File: src/common/qmrpc_defs.vh
// How it works
// - four-bit mode accepts read-parameter instruction
// - serial mode rejects read-parameter, settings kept
// - serial reads fixed dummy; programmed only four-bit
// - serial wrap length from wrap-select, kept
// - after reset: wrap 8 bytes, dummy 2
// - dummy field 00/01/10/11 gives 2/4/6/8
// - wrap field 00/01/10/11 gives 8/16/32/64
// - wrapped read wraps inside aligned window
// - one mode only; enable instruction enters
// - power-up starts in serial mode
// - enter four-bit mode only with quad enable
// - entering keeps latch, suspend, wrap length
// - disable instruction returns to serial mode
// - leaving keeps latch, suspend, wrap length
// - software reset clears volatile settings, aborts
// - reset needs reset-enable directly before reset
// - any other instruction cancels reset-enable
// - ignore all instructions for 30us after reset
`ifndef QMRPC_DEFS_VH
`define QMRPC_DEFS_VH

// ************************************************************
// instruction codes
// ************************************************************
`define QMRPC_OP_SET_PARAM 8'hC0
`define QMRPC_OP_FAST_RD 8'h0B
`define QMRPC_OP_QIO_RD 8'hEB
`define QMRPC_OP_WRAP_RD 8'h0C
`define QMRPC_OP_SET_WRAP 8'h77
`define QMRPC_OP_QCMD_ON 8'h38
`define QMRPC_OP_QCMD_OFF 8'hFF
`define QMRPC_OP_RST_EN 8'h66
`define QMRPC_OP_RST 8'h99

// ************************************************************
// field positions and reset values
// ************************************************************
`define QMRPC_DUMMY_HI 5
`define QMRPC_DUMMY_LO 4
`define QMRPC_WRAP_HI 1
`define QMRPC_WRAP_LO 0
`define QMRPC_WSEL_HI 6
`define QMRPC_WSEL_LO 4
`define QMRPC_PARAM_RST 8'h00
`define QMRPC_WBITS_RST 3'h0
`define QMRPC_MBITS_RST 8'h00
`define QMRPC_SER_DUMMY 4'h8

// ************************************************************
// last count of each phase in link clocks (one less than its length) and timing
// ************************************************************
`define QMRPC_ADDR_NIBS 3'h5
`define QMRPC_PARAM_NIBS 3'h1
`define QMRPC_WRAP_NIBS 3'h7
`define QMRPC_CLK_MHZ 50
`define QMRPC_T_RST_NS 30000
`define QMRPC_RST_CYC (`QMRPC_T_RST_NS * `QMRPC_CLK_MHZ / 1000)

`endif

File: src/qmrpc_ctl.v
`include "qmrpc_defs.vh"

// ************************************************************
// instruction interpreter: mode, read parameters, reset
// ************************************************************
module qmrpc_ctl (
    input wire sys_clk,
    input wire rst_n,
    input wire cs_n_pin,
    input wire sclk_pin,
    input wire [3:0] io_in,
    output reg [3:0] io_out,
    output reg [3:0] io_oe,
    input wire quad_enable_bit,
    input wire [7:0] mem_data,
    output reg [23:0] mem_addr,
    output reg four_bit_command_mode,
    output reg [7:0] read_parameter_byte,
    output reg [2:0] wrap_setting_bits,
    output reg [7:0] continuous_read_bits,
    output reg [3:0] dummy_clocks,
    output reg [6:0] wrap_length,
    output reg soft_reset,
    output reg reset_busy
);
    // one-hot phase codes
    localparam [5:0] ST_OPC = 6'b00_0001;
    localparam [5:0] ST_PARAM = 6'b00_0010;
    localparam [5:0] ST_ADDR = 6'b00_0100;
    localparam [5:0] ST_DUMMY = 6'b00_1000;
    localparam [5:0] ST_DATA = 6'b01_0000;
    localparam [5:0] ST_IGN = 6'b10_0000;
    // recovery count held as a full integer, then cut to the
    // countdown width on purpose; 1500 fits in eleven bits
    localparam integer RST_CYC_FULL = `QMRPC_RST_CYC;
    localparam [10:0] RST_CYC = RST_CYC_FULL[10:0];

    // ********************************************************
    // helper functions
    // ********************************************************
    // dummy clocks from two-bit field
    function [3:0] dummy_of;
        input [1:0] f;
        begin
            dummy_of = {1'b0, f, 1'b0} + 4'h2;
        end
    endfunction

    // wrap window in bytes from two-bit field
    function [6:0] wrap_of;
        input [1:0] f;
        begin
            wrap_of = 7'h08 << f;
        end
    endfunction

    // next byte address, optionally kept inside window
    // upper bits are held; only the offset inside the window steps
    function [23:0] next_addr;
        input [23:0] a;
        input wrap;
        input [1:0] f;
        reg [23:0] m;
        reg [23:0] inc;
        begin
            m = {17'h0, wrap_of(f) - 7'h01};
            inc = a + 24'h00_0001;
            if (wrap)
                next_addr = (a & ~m) | (inc & m);
            else
                next_addr = inc;
        end
    endfunction

    // ********************************************************
    // synchronised link pins
    // ********************************************************
    wire cs_n_s; // chip select after two flops
    wire [3:0] io_s; // data lines after two flops
    wire rise; // link clock rising edge seen
    wire fall; // link clock falling edge seen

    qmrpc_pin_sync u_sync (
        .sys_clk(sys_clk),
        .rst_n(rst_n),
        .cs_n_pin(cs_n_pin),
        .sclk_pin(sclk_pin),
        .io_pin(io_in),
        .cs_n_s(cs_n_s),
        .io_s(io_s),
        .sclk_rise(rise),
        .sclk_fall(fall)
    );

    // ********************************************************
    // state
    // ********************************************************
    reg [5:0] state; // frame phase
    reg [2:0] cnt; // bits or nibbles in phase
    reg [7:0] opc; // opcode shift register
    reg [7:0] cmd; // latched opcode
    reg cmd_seen; // full opcode arrived in frame
    reg [7:0] pbuf; // last payload byte shifted in
    reg par_full; // payload long enough to apply
    reg [23:0] addr; // read address
    reg half; // low nibble next on output
    reg cs_d; // delayed chip select for rising edge
    reg rst_armed; // reset-enable seen last
    reg [10:0] busy_cnt; // reset recovery countdown
    reg [7:0] next_opc; // opcode with this edge's data

    // opcode shift: nibble in four-bit mode, else one bit
    always @* begin
        if (four_bit_command_mode)
            next_opc = {opc[3:0], io_s};
        else
            next_opc = {opc[6:0], io_s[0]};
    end

    // ********************************************************
    // frame engine
    // ********************************************************
    // decode happens on the fly; settings change when the frame closes, so a cut-short
    // frame changes nothing but the quad i/o read mode bits taken in its dummy phase
    always @(posedge sys_clk or negedge rst_n) begin
        if (!rst_n) begin
            state <= ST_OPC;
            cnt <= 3'h0;
            opc <= 8'h00;
            cmd <= 8'h00;
            cmd_seen <= 1'b0;
            pbuf <= 8'h00;
            par_full <= 1'b0;
            addr <= 24'h00_0000;
            half <= 1'b0;
            cs_d <= 1'b1;
            rst_armed <= 1'b0;
            busy_cnt <= 11'h000;
            reset_busy <= 1'b0;
            soft_reset <= 1'b0;
            io_out <= 4'h0;
            io_oe <= 4'h0;
            mem_addr <= 24'h00_0000;
            four_bit_command_mode <= 1'b0;
            read_parameter_byte <= `QMRPC_PARAM_RST;
            wrap_setting_bits <= `QMRPC_WBITS_RST;
            continuous_read_bits <= `QMRPC_MBITS_RST;
        end else begin
            cs_d <= cs_n_s;
            soft_reset <= 1'b0;
            mem_addr <= addr;
            // reset recovery countdown
            if (busy_cnt != 11'h000)
                busy_cnt <= busy_cnt - 11'h001;
            reset_busy <= (busy_cnt > 11'h001);
            if (cs_n_s) begin
                // deselected: release lines, rearm decoder
                // a frame cut before its opcode completes leaves cmd_seen low
                state <= ST_OPC;
                cnt <= 3'h0;
                half <= 1'b0;
                io_oe <= 4'h0;
                cmd_seen <= 1'b0;
                par_full <= 1'b0;
                if (!cs_d && cmd_seen) begin
                    // frame closed: execute the instruction
                    rst_armed <= (cmd == `QMRPC_OP_RST_EN);
                    case (cmd)
                        `QMRPC_OP_RST: begin
                            if (rst_armed) begin
                                // back to power-on state
                                busy_cnt <= RST_CYC;
                                reset_busy <= 1'b1;
                                // one pulse; latch and suspend outside clear on it
                                soft_reset <= 1'b1;
                                four_bit_command_mode <= 1'b0;
                                read_parameter_byte <= `QMRPC_PARAM_RST;
                                wrap_setting_bits <= `QMRPC_WBITS_RST;
                                continuous_read_bits <= `QMRPC_MBITS_RST;
                            end
                        end
                        `QMRPC_OP_QCMD_ON: begin
                            // latch, suspend, wrap left untouched
                            if (quad_enable_bit)
                                four_bit_command_mode <= 1'b1;
                        end
                        `QMRPC_OP_QCMD_OFF: begin
                            // settings survive the mode change
                            four_bit_command_mode <= 1'b0;
                        end
                        `QMRPC_OP_SET_PARAM: begin
                            if (par_full)
                                read_parameter_byte <= pbuf;
                        end
                        `QMRPC_OP_SET_WRAP: begin
                            if (par_full) begin
                                wrap_setting_bits <= pbuf[`QMRPC_WSEL_HI:`QMRPC_WSEL_LO];
                                read_parameter_byte[`QMRPC_WRAP_HI:`QMRPC_WRAP_LO] <=
                                    pbuf[`QMRPC_WSEL_LO+1:`QMRPC_WSEL_LO];
                            end
                        end
                        default: begin
                            // reads and others only cancel reset-enable; reset-enable itself lands here and arms it
                        end
                    endcase
                end
            end else if (cs_d && busy_cnt != 11'h000) begin
                // frame opened during reset recovery: drop it
                state <= ST_IGN;
            end else if (rise) begin
                case (state)
                    ST_OPC: begin
                        opc <= next_opc;
                        cnt <= cnt + 3'h1;
                        if ((four_bit_command_mode && cnt == 3'h1) || cnt == 3'h7) begin
                            cmd <= next_opc;
                            cmd_seen <= 1'b1;
                            cnt <= 3'h0;
                            state <= ST_IGN;
                            if (four_bit_command_mode) begin
                                if (next_opc == `QMRPC_OP_SET_PARAM)
                                    state <= ST_PARAM;
                                else if (next_opc == `QMRPC_OP_FAST_RD ||
                                         next_opc == `QMRPC_OP_QIO_RD ||
                                         next_opc == `QMRPC_OP_WRAP_RD)
                                    state <= ST_ADDR;
                            end else if (next_opc == `QMRPC_OP_SET_WRAP) begin
                                // read-parameter opcode falls to ignore here
                                state <= ST_PARAM;
                            end
                        end
                    end
                    ST_PARAM: begin
                        // payload is always nibble wide
                        pbuf <= {pbuf[3:0], io_s};
                        cnt <= cnt + 3'h1;
                        if ((cmd == `QMRPC_OP_SET_PARAM && cnt == `QMRPC_PARAM_NIBS) ||
                            cnt == `QMRPC_WRAP_NIBS) begin
                            par_full <= 1'b1;
                            state <= ST_IGN;
                        end
                    end
                    ST_ADDR: begin
                        addr <= {addr[19:0], io_s};
                        cnt <= cnt + 3'h1;
                        if (cnt == `QMRPC_ADDR_NIBS) begin
                            cnt <= 3'h0;
                            state <= ST_DUMMY;
                        end
                    end
                    ST_DUMMY: begin
                        // quad i/o read carries mode bits first
                        if (cmd == `QMRPC_OP_QIO_RD && cnt < 3'h2)
                            continuous_read_bits <= {continuous_read_bits[3:0], io_s};
                        cnt <= cnt + 3'h1;
                        // last dummy rise moves to data, so the first nibble leaves on its fall
                        if ({1'b0, cnt} == dummy_clocks - 4'h1) begin
                            cnt <= 3'h0;
                            state <= ST_DATA;
                        end
                    end
                    ST_DATA: begin
                        // host clocks data out; nothing to take in
                        // a partial last byte is simply dropped at deselect
                    end
                    ST_IGN: begin
                        // rest of frame ignored
                    end
                    default: begin
                        state <= ST_IGN;
                    end
                endcase
            end else if (fall && state == ST_DATA) begin
                // high nibble first, then low, then next byte
                io_oe <= 4'hF;
                io_out <= half ? mem_data[3:0] : mem_data[7:4];
                half <= ~half;
                if (half)
                    addr <= next_addr(addr, cmd == `QMRPC_OP_WRAP_RD,
                        read_parameter_byte[`QMRPC_WRAP_HI:`QMRPC_WRAP_LO]);
            end
        end
    end

    // ********************************************************
    // read settings seen by the read path
    // ********************************************************
    // fixed count outside four-bit mode; programmed one inside.
    // one cycle behind the parameter byte, far below a link clock
    always @(posedge sys_clk or negedge rst_n) begin
        if (!rst_n) begin
            dummy_clocks <= 4'h2;
            wrap_length <= 7'h08;
        end else begin
            if (four_bit_command_mode)
                dummy_clocks <= dummy_of(read_parameter_byte[`QMRPC_DUMMY_HI:`QMRPC_DUMMY_LO]);
            else
                dummy_clocks <= `QMRPC_SER_DUMMY;
            wrap_length <= wrap_of(read_parameter_byte[`QMRPC_WRAP_HI:`QMRPC_WRAP_LO]);
        end
    end
endmodule // qmrpc_ctl

File: src/qmrpc_pin_sync.v
// ************************************************************
// pin synchroniser and link clock edge finder
// ************************************************************
module qmrpc_pin_sync (
    input wire sys_clk,
    input wire rst_n,
    input wire cs_n_pin,
    input wire sclk_pin,
    input wire [3:0] io_pin,
    output reg cs_n_s,
    output reg [3:0] io_s,
    output wire sclk_rise,
    output wire sclk_fall
);
    reg cs_n_m; // first stage, read only by second
    reg sclk_m; // first stage
    reg [3:0] io_m; // first stage
    reg sclk_s; // second stage
    reg sclk_d; // delayed copy for edge finding

    // two flops per pin, three on the link clock; idle levels under reset
    always @(posedge sys_clk or negedge rst_n) begin
        if (!rst_n) begin
            cs_n_m <= 1'b1;
            cs_n_s <= 1'b1;
            sclk_m <= 1'b0;
            sclk_s <= 1'b0;
            sclk_d <= 1'b0;
            io_m <= 4'h0;
            io_s <= 4'h0;
        end else begin
            cs_n_m <= cs_n_pin;
            cs_n_s <= cs_n_m;
            sclk_m <= sclk_pin;
            sclk_s <= sclk_m;
            sclk_d <= sclk_s;
            io_m <= io_pin;
            io_s <= io_m;
        end
    end

    // edges seen only on synchronised copies
    assign sclk_rise = sclk_s & ~sclk_d;
    assign sclk_fall = ~sclk_s & sclk_d;
endmodule // qmrpc_pin_sync

File: config.mk
export PLATFORM = sky130hd
export DESIGN_NAME = qmrpc_ctl
export DESIGN_NICKNAME = d
export VERILOG_FILES = /design/src/qmrpc_ctl.v /design/src/qmrpc_pin_sync.v
export VERILOG_INCLUDE_DIRS = /design/src /design/src/common
export SDC_FILE = /design/constraint.sdc
export NUM_CORES = 1
export LEC_CHECK = 0
export BUFFER_PORTS_ARGS = -buffer_cell sky130_fd_sc_hd__buf_2
export CORE_MARGIN = 2
export CORE_UTILIZATION = 45
export CTS_BUF_LIST = sky130_fd_sc_hd__clkbuf_8
export DETAILED_ROUTE_END_ITERATION = 8
export PLACE_DENSITY = 0.67
export SLEW_MARGIN = 20
export SYNTH_ARGS = -nofsm -noshare
export SYNTH_HDL_FRONTEND = slang
export SYNTH_HIERARCHICAL = 1
export SYNTH_SLANG_ARGS = --single-unit
File: constraint.sdc
create_clock -name sys_clk -period 2.75 [get_ports sys_clk]
set_input_delay 0.275 -clock sys_clk [delete_from_list [all_inputs] [get_ports sys_clk]]
set_output_delay 0.275 -clock sys_clk [all_outputs]
set_load 0.01 [all_outputs]
==> results.md <==
* Initial Util at 45.96%
* Core ar. at 15,150 um2
* GRT Overall Usage at 20.49%
* Slew headroom at 38.30%
* Peak supply drop at 0.4217 mV
* Vias in the first global route at 5,395
* Worst EP required at between 3 and 4 ns
* Clock share of power at 40.6%
* Die X at 128.4 um
* # rows at 45
* Max Cap Violations at 0
* Final total power at around 4.2 mW
* First-pass GRT wire length at 26,860 um
* DR vias/cell at 5.890
* WHS at roughly 0.14 ns
* Tightest Pin Transition at 0.9200 ns
* Clk sinks at 143
* Largest family of logic cells by synthesized area: simple AND/OR/NAND/NOR gates
* Setup violators final at 0
* Syn Std Cell Area at 6960 um2
* Fraction of the yosys area taken by sequential cells at 51.52%
* DR WL/cell at 17.24 um
* Post-synthesis adder-cell area fraction at under 10%
* TNS Setup at 0 ns
* Comb power frac at 6.0%
* Synth area leader: dfrtp_1
* H-tree lvl count at 4
* Synth Area in Compound Gates at 14.08%
* Grt total ovfl at 0
* Initial antenna violation count at 0
* RSZ-0062 raised after global routing: false
* Leak at slightly below 4 nW
* Die H at 128.4 um
* Num CTS Buffers at 17
* Critical path launch point type: flop
* Switching Share at 26.38%
* DRC viols at 0
* Synth Warn # at 6
* CTS tree: done
* Period utilisation layout at about 96%
* Number of diodes at 0
* Mapped Cells at 659
* RePlAce Congestion at 0.9267
* Synth area leaders: dfrtp_1 (49%), mux2_2 (4.4%), nand2_1 (3.1%)
* Critical Path Sink Type: flop
* Crit path max fanout at 9
* Pwr dens at 510.5 nW/um2
* Number of DRC markers in iteration 0 at 480
* P&R area growth vs syn at 17.38%
* WP data arrival at 2.97 ns
* # port buffers at 77
* Status: finished, final reports clean
* Post-DP HPWL at 11,140 um
* Routed WL at 16,480 um
* Placed Cells at 917
* DRT Pass-1 Iters at 5
* IO Count at 82
* Max Clock Skew at 0.01544 ns
* Final ANT Viol Nets at 0
* Fmax at 380.7 MHz
* Die area at 16,480 um2
* Clk buf depth at 2
* Cell variety after synth at 74
* Detailed-route via count at 5,631
* Post-Layout Cell Count at 956
* Top FF cell, synth: dfrtp_1
* Hold Crit Class: in -> reg
* Setup CP Type: reg -> reg
* Post-synth top area share at 49.25%
* Max Slew Vio Count at 0
* Synth Area in Simple Gates at 19.34%
* Share of cells above drive strength 1 at 24.74%
* Ys async rst share at 100.0%
* Clock Latency Late Sink at 0.46 ns
* Mux cell area share after synthesis at between 7 and 8%
* Syn_area_per_cell at 10.56 um2
* Switching pwr at roughly 1.1 mW
* Largest net degree at the start of global routing at 80
* Reg clk slew, reported paths at 0.08 ns
* Final number of hold-violating endpoints at 0
* Number of enable flip-flop cells after synthesis at 0
* Final net count at about 780
* Flop pwr share at 53.4%
* Pint at approximately 3.1 mW
* Final min period at about 2.6 ns
* Xor-xnor portion of the synthesized cell area at 2.013%
* FF+latch count, synth at 143
* Clk Tree Root Cell: clkbuf_8
## placed cells by master, fill, tap and decap left out, types with 10 or more instances in the layout
cell,count
buf_4,27
clkbuf_8,17
nor2_1,28
dfrtp_1,137
mux2i_1,19
buf_2,76
nor2b_1,12
nor4_1,12
nand3_1,34
and2_1,10
nor3_1,17
a21oi_1,15
o21ai_0,26
or4_1,14
mux2_2,27
nand4_1,14
nand2_1,57
inv_1,27
## cell usage after synthesis (all sizes together) (9+ instances only)
cell type	n
a21oi	16
a32oi	9
and2	11
and3	10
buf	16
clkbuf	25
dfrtp	137
ha	9
inv	27
mux2	27
mux2i	19
nand2	57
nand3	34
nand4	15
nor2	31
nor2b	13
nor3	17
nor4	13
o21ai	27
o31ai	9
or4	14
xnor2	9
## metal layers
metal	vias up	wire length, um	share of wire, %	global-route usage, %
met5	-	0	0	0
met1	2772	7451	45	27.63
met3	37	764	4.6	4.283
li1	2638	-	-	-
met4	0	436	2.6	8.274
met2	184	7831	48	32.57
## final timing paths
kind	slack (ns)	from	endpoint	depth (start not counted)
max in group asynchronous	1.51	rst_n	addr[12]	3
min in group asynchronous	0.44	rst_n	busy_cnt[9]	2
max	0.12	busy_cnt[1]	pbuf[0]	8
min	0.14	quad_enable_bit	four_bit_command_mode	3
min reg2reg	0.35	u_sync/io_m[0]	u_sync/io_s[0]	0
max reg2reg	0.12	busy_cnt[1]	pbuf[0]	8
## power groups by stage
stage                     Clock (mW)  Sequential, mW  Combinational [mW]
after global placement             0            2.26               0.231
after detailed placement           0            2.26               0.243
after floorplan                    0            2.24               0.148
after global routing            1.81            2.23               0.283
after CTS                       1.72            2.22               0.252
final                           1.69            2.23               0.251
## cell type report
| class | instances | area, um2 |
|---|---|---|
| tap | 188 | 235.2 |
| clock inverter | 14 | 161.4 |
| clock buffer | 17 | 234.0 |
| fill | 1300 | 6975 |
| timing repair buffer | 115 | 726.9 |
| multi-input combinational | 450 | 3118 |
| sequential | 143 | 3586 |
| inverter | 29 | 108.9 |
## worst max-delay path: stages (launching register included)
cell	delay, ns
dfrtp_1	0.39
inv_1	0.10
ha_1	0.15
or4b_2	0.66
o41a_1	0.40
nor2_2	0.18
nand3_1	0.12
buf_4	0.22
mux2_2	0.28
## metrics by stage
step / utilization, % / instance area, um2 / setup slack, ns
2_1_floorplan: - / 6972 / 0.03772
3_3_place_gp: 50.64 / 7670 / 0.1337
3_5_place_dp: 50.64 / 7670 / 0.05513
4_1_cts: 53.71 / 8135 / 0.03081
5_1_grt: 53.94 / 8170 / 0.01839
6_report: 53.94 / 8170 / 0.1234
## flip-flops by register name, summed over array words and instances (netlist names), 3 cells and up, named ones only
signal and count:
pbuf 8, busy_cnt 11, io_out 4, cmd 8, mem_addr 24, state 6
wrap_setting_bits 3, opc 7, continuous_read_bits 8, wrap_length 4, addr 20, read_parameter_byte 8
u_sync/io_s 4, cnt 3, u_sync/io_m 4, dummy_clocks 3
## what timing repair did
| item | 4_1_cts | 5_1_grt |
|---|---|---|
| hold endpoints to repair | 78 | 0 |
| setup buffers | 0 | 0 |
| setup endpoints to repair | 0 | 35 |
| gates resized for setup | 0 | 7 |
| hold buffers | 7 | 0 |
## kinds of logic after synthesis
group,count (synthesis)
AO/OA/AOI/OAI,129
adder cells (fa/ha/maj),9
buffers and inverters,70
AND/OR/NAND/NOR,245
XOR/XNOR,16
other,1
flip-flops,143
multiplexers,46
No activity file was read; power rests on OpenSTA's default activity.
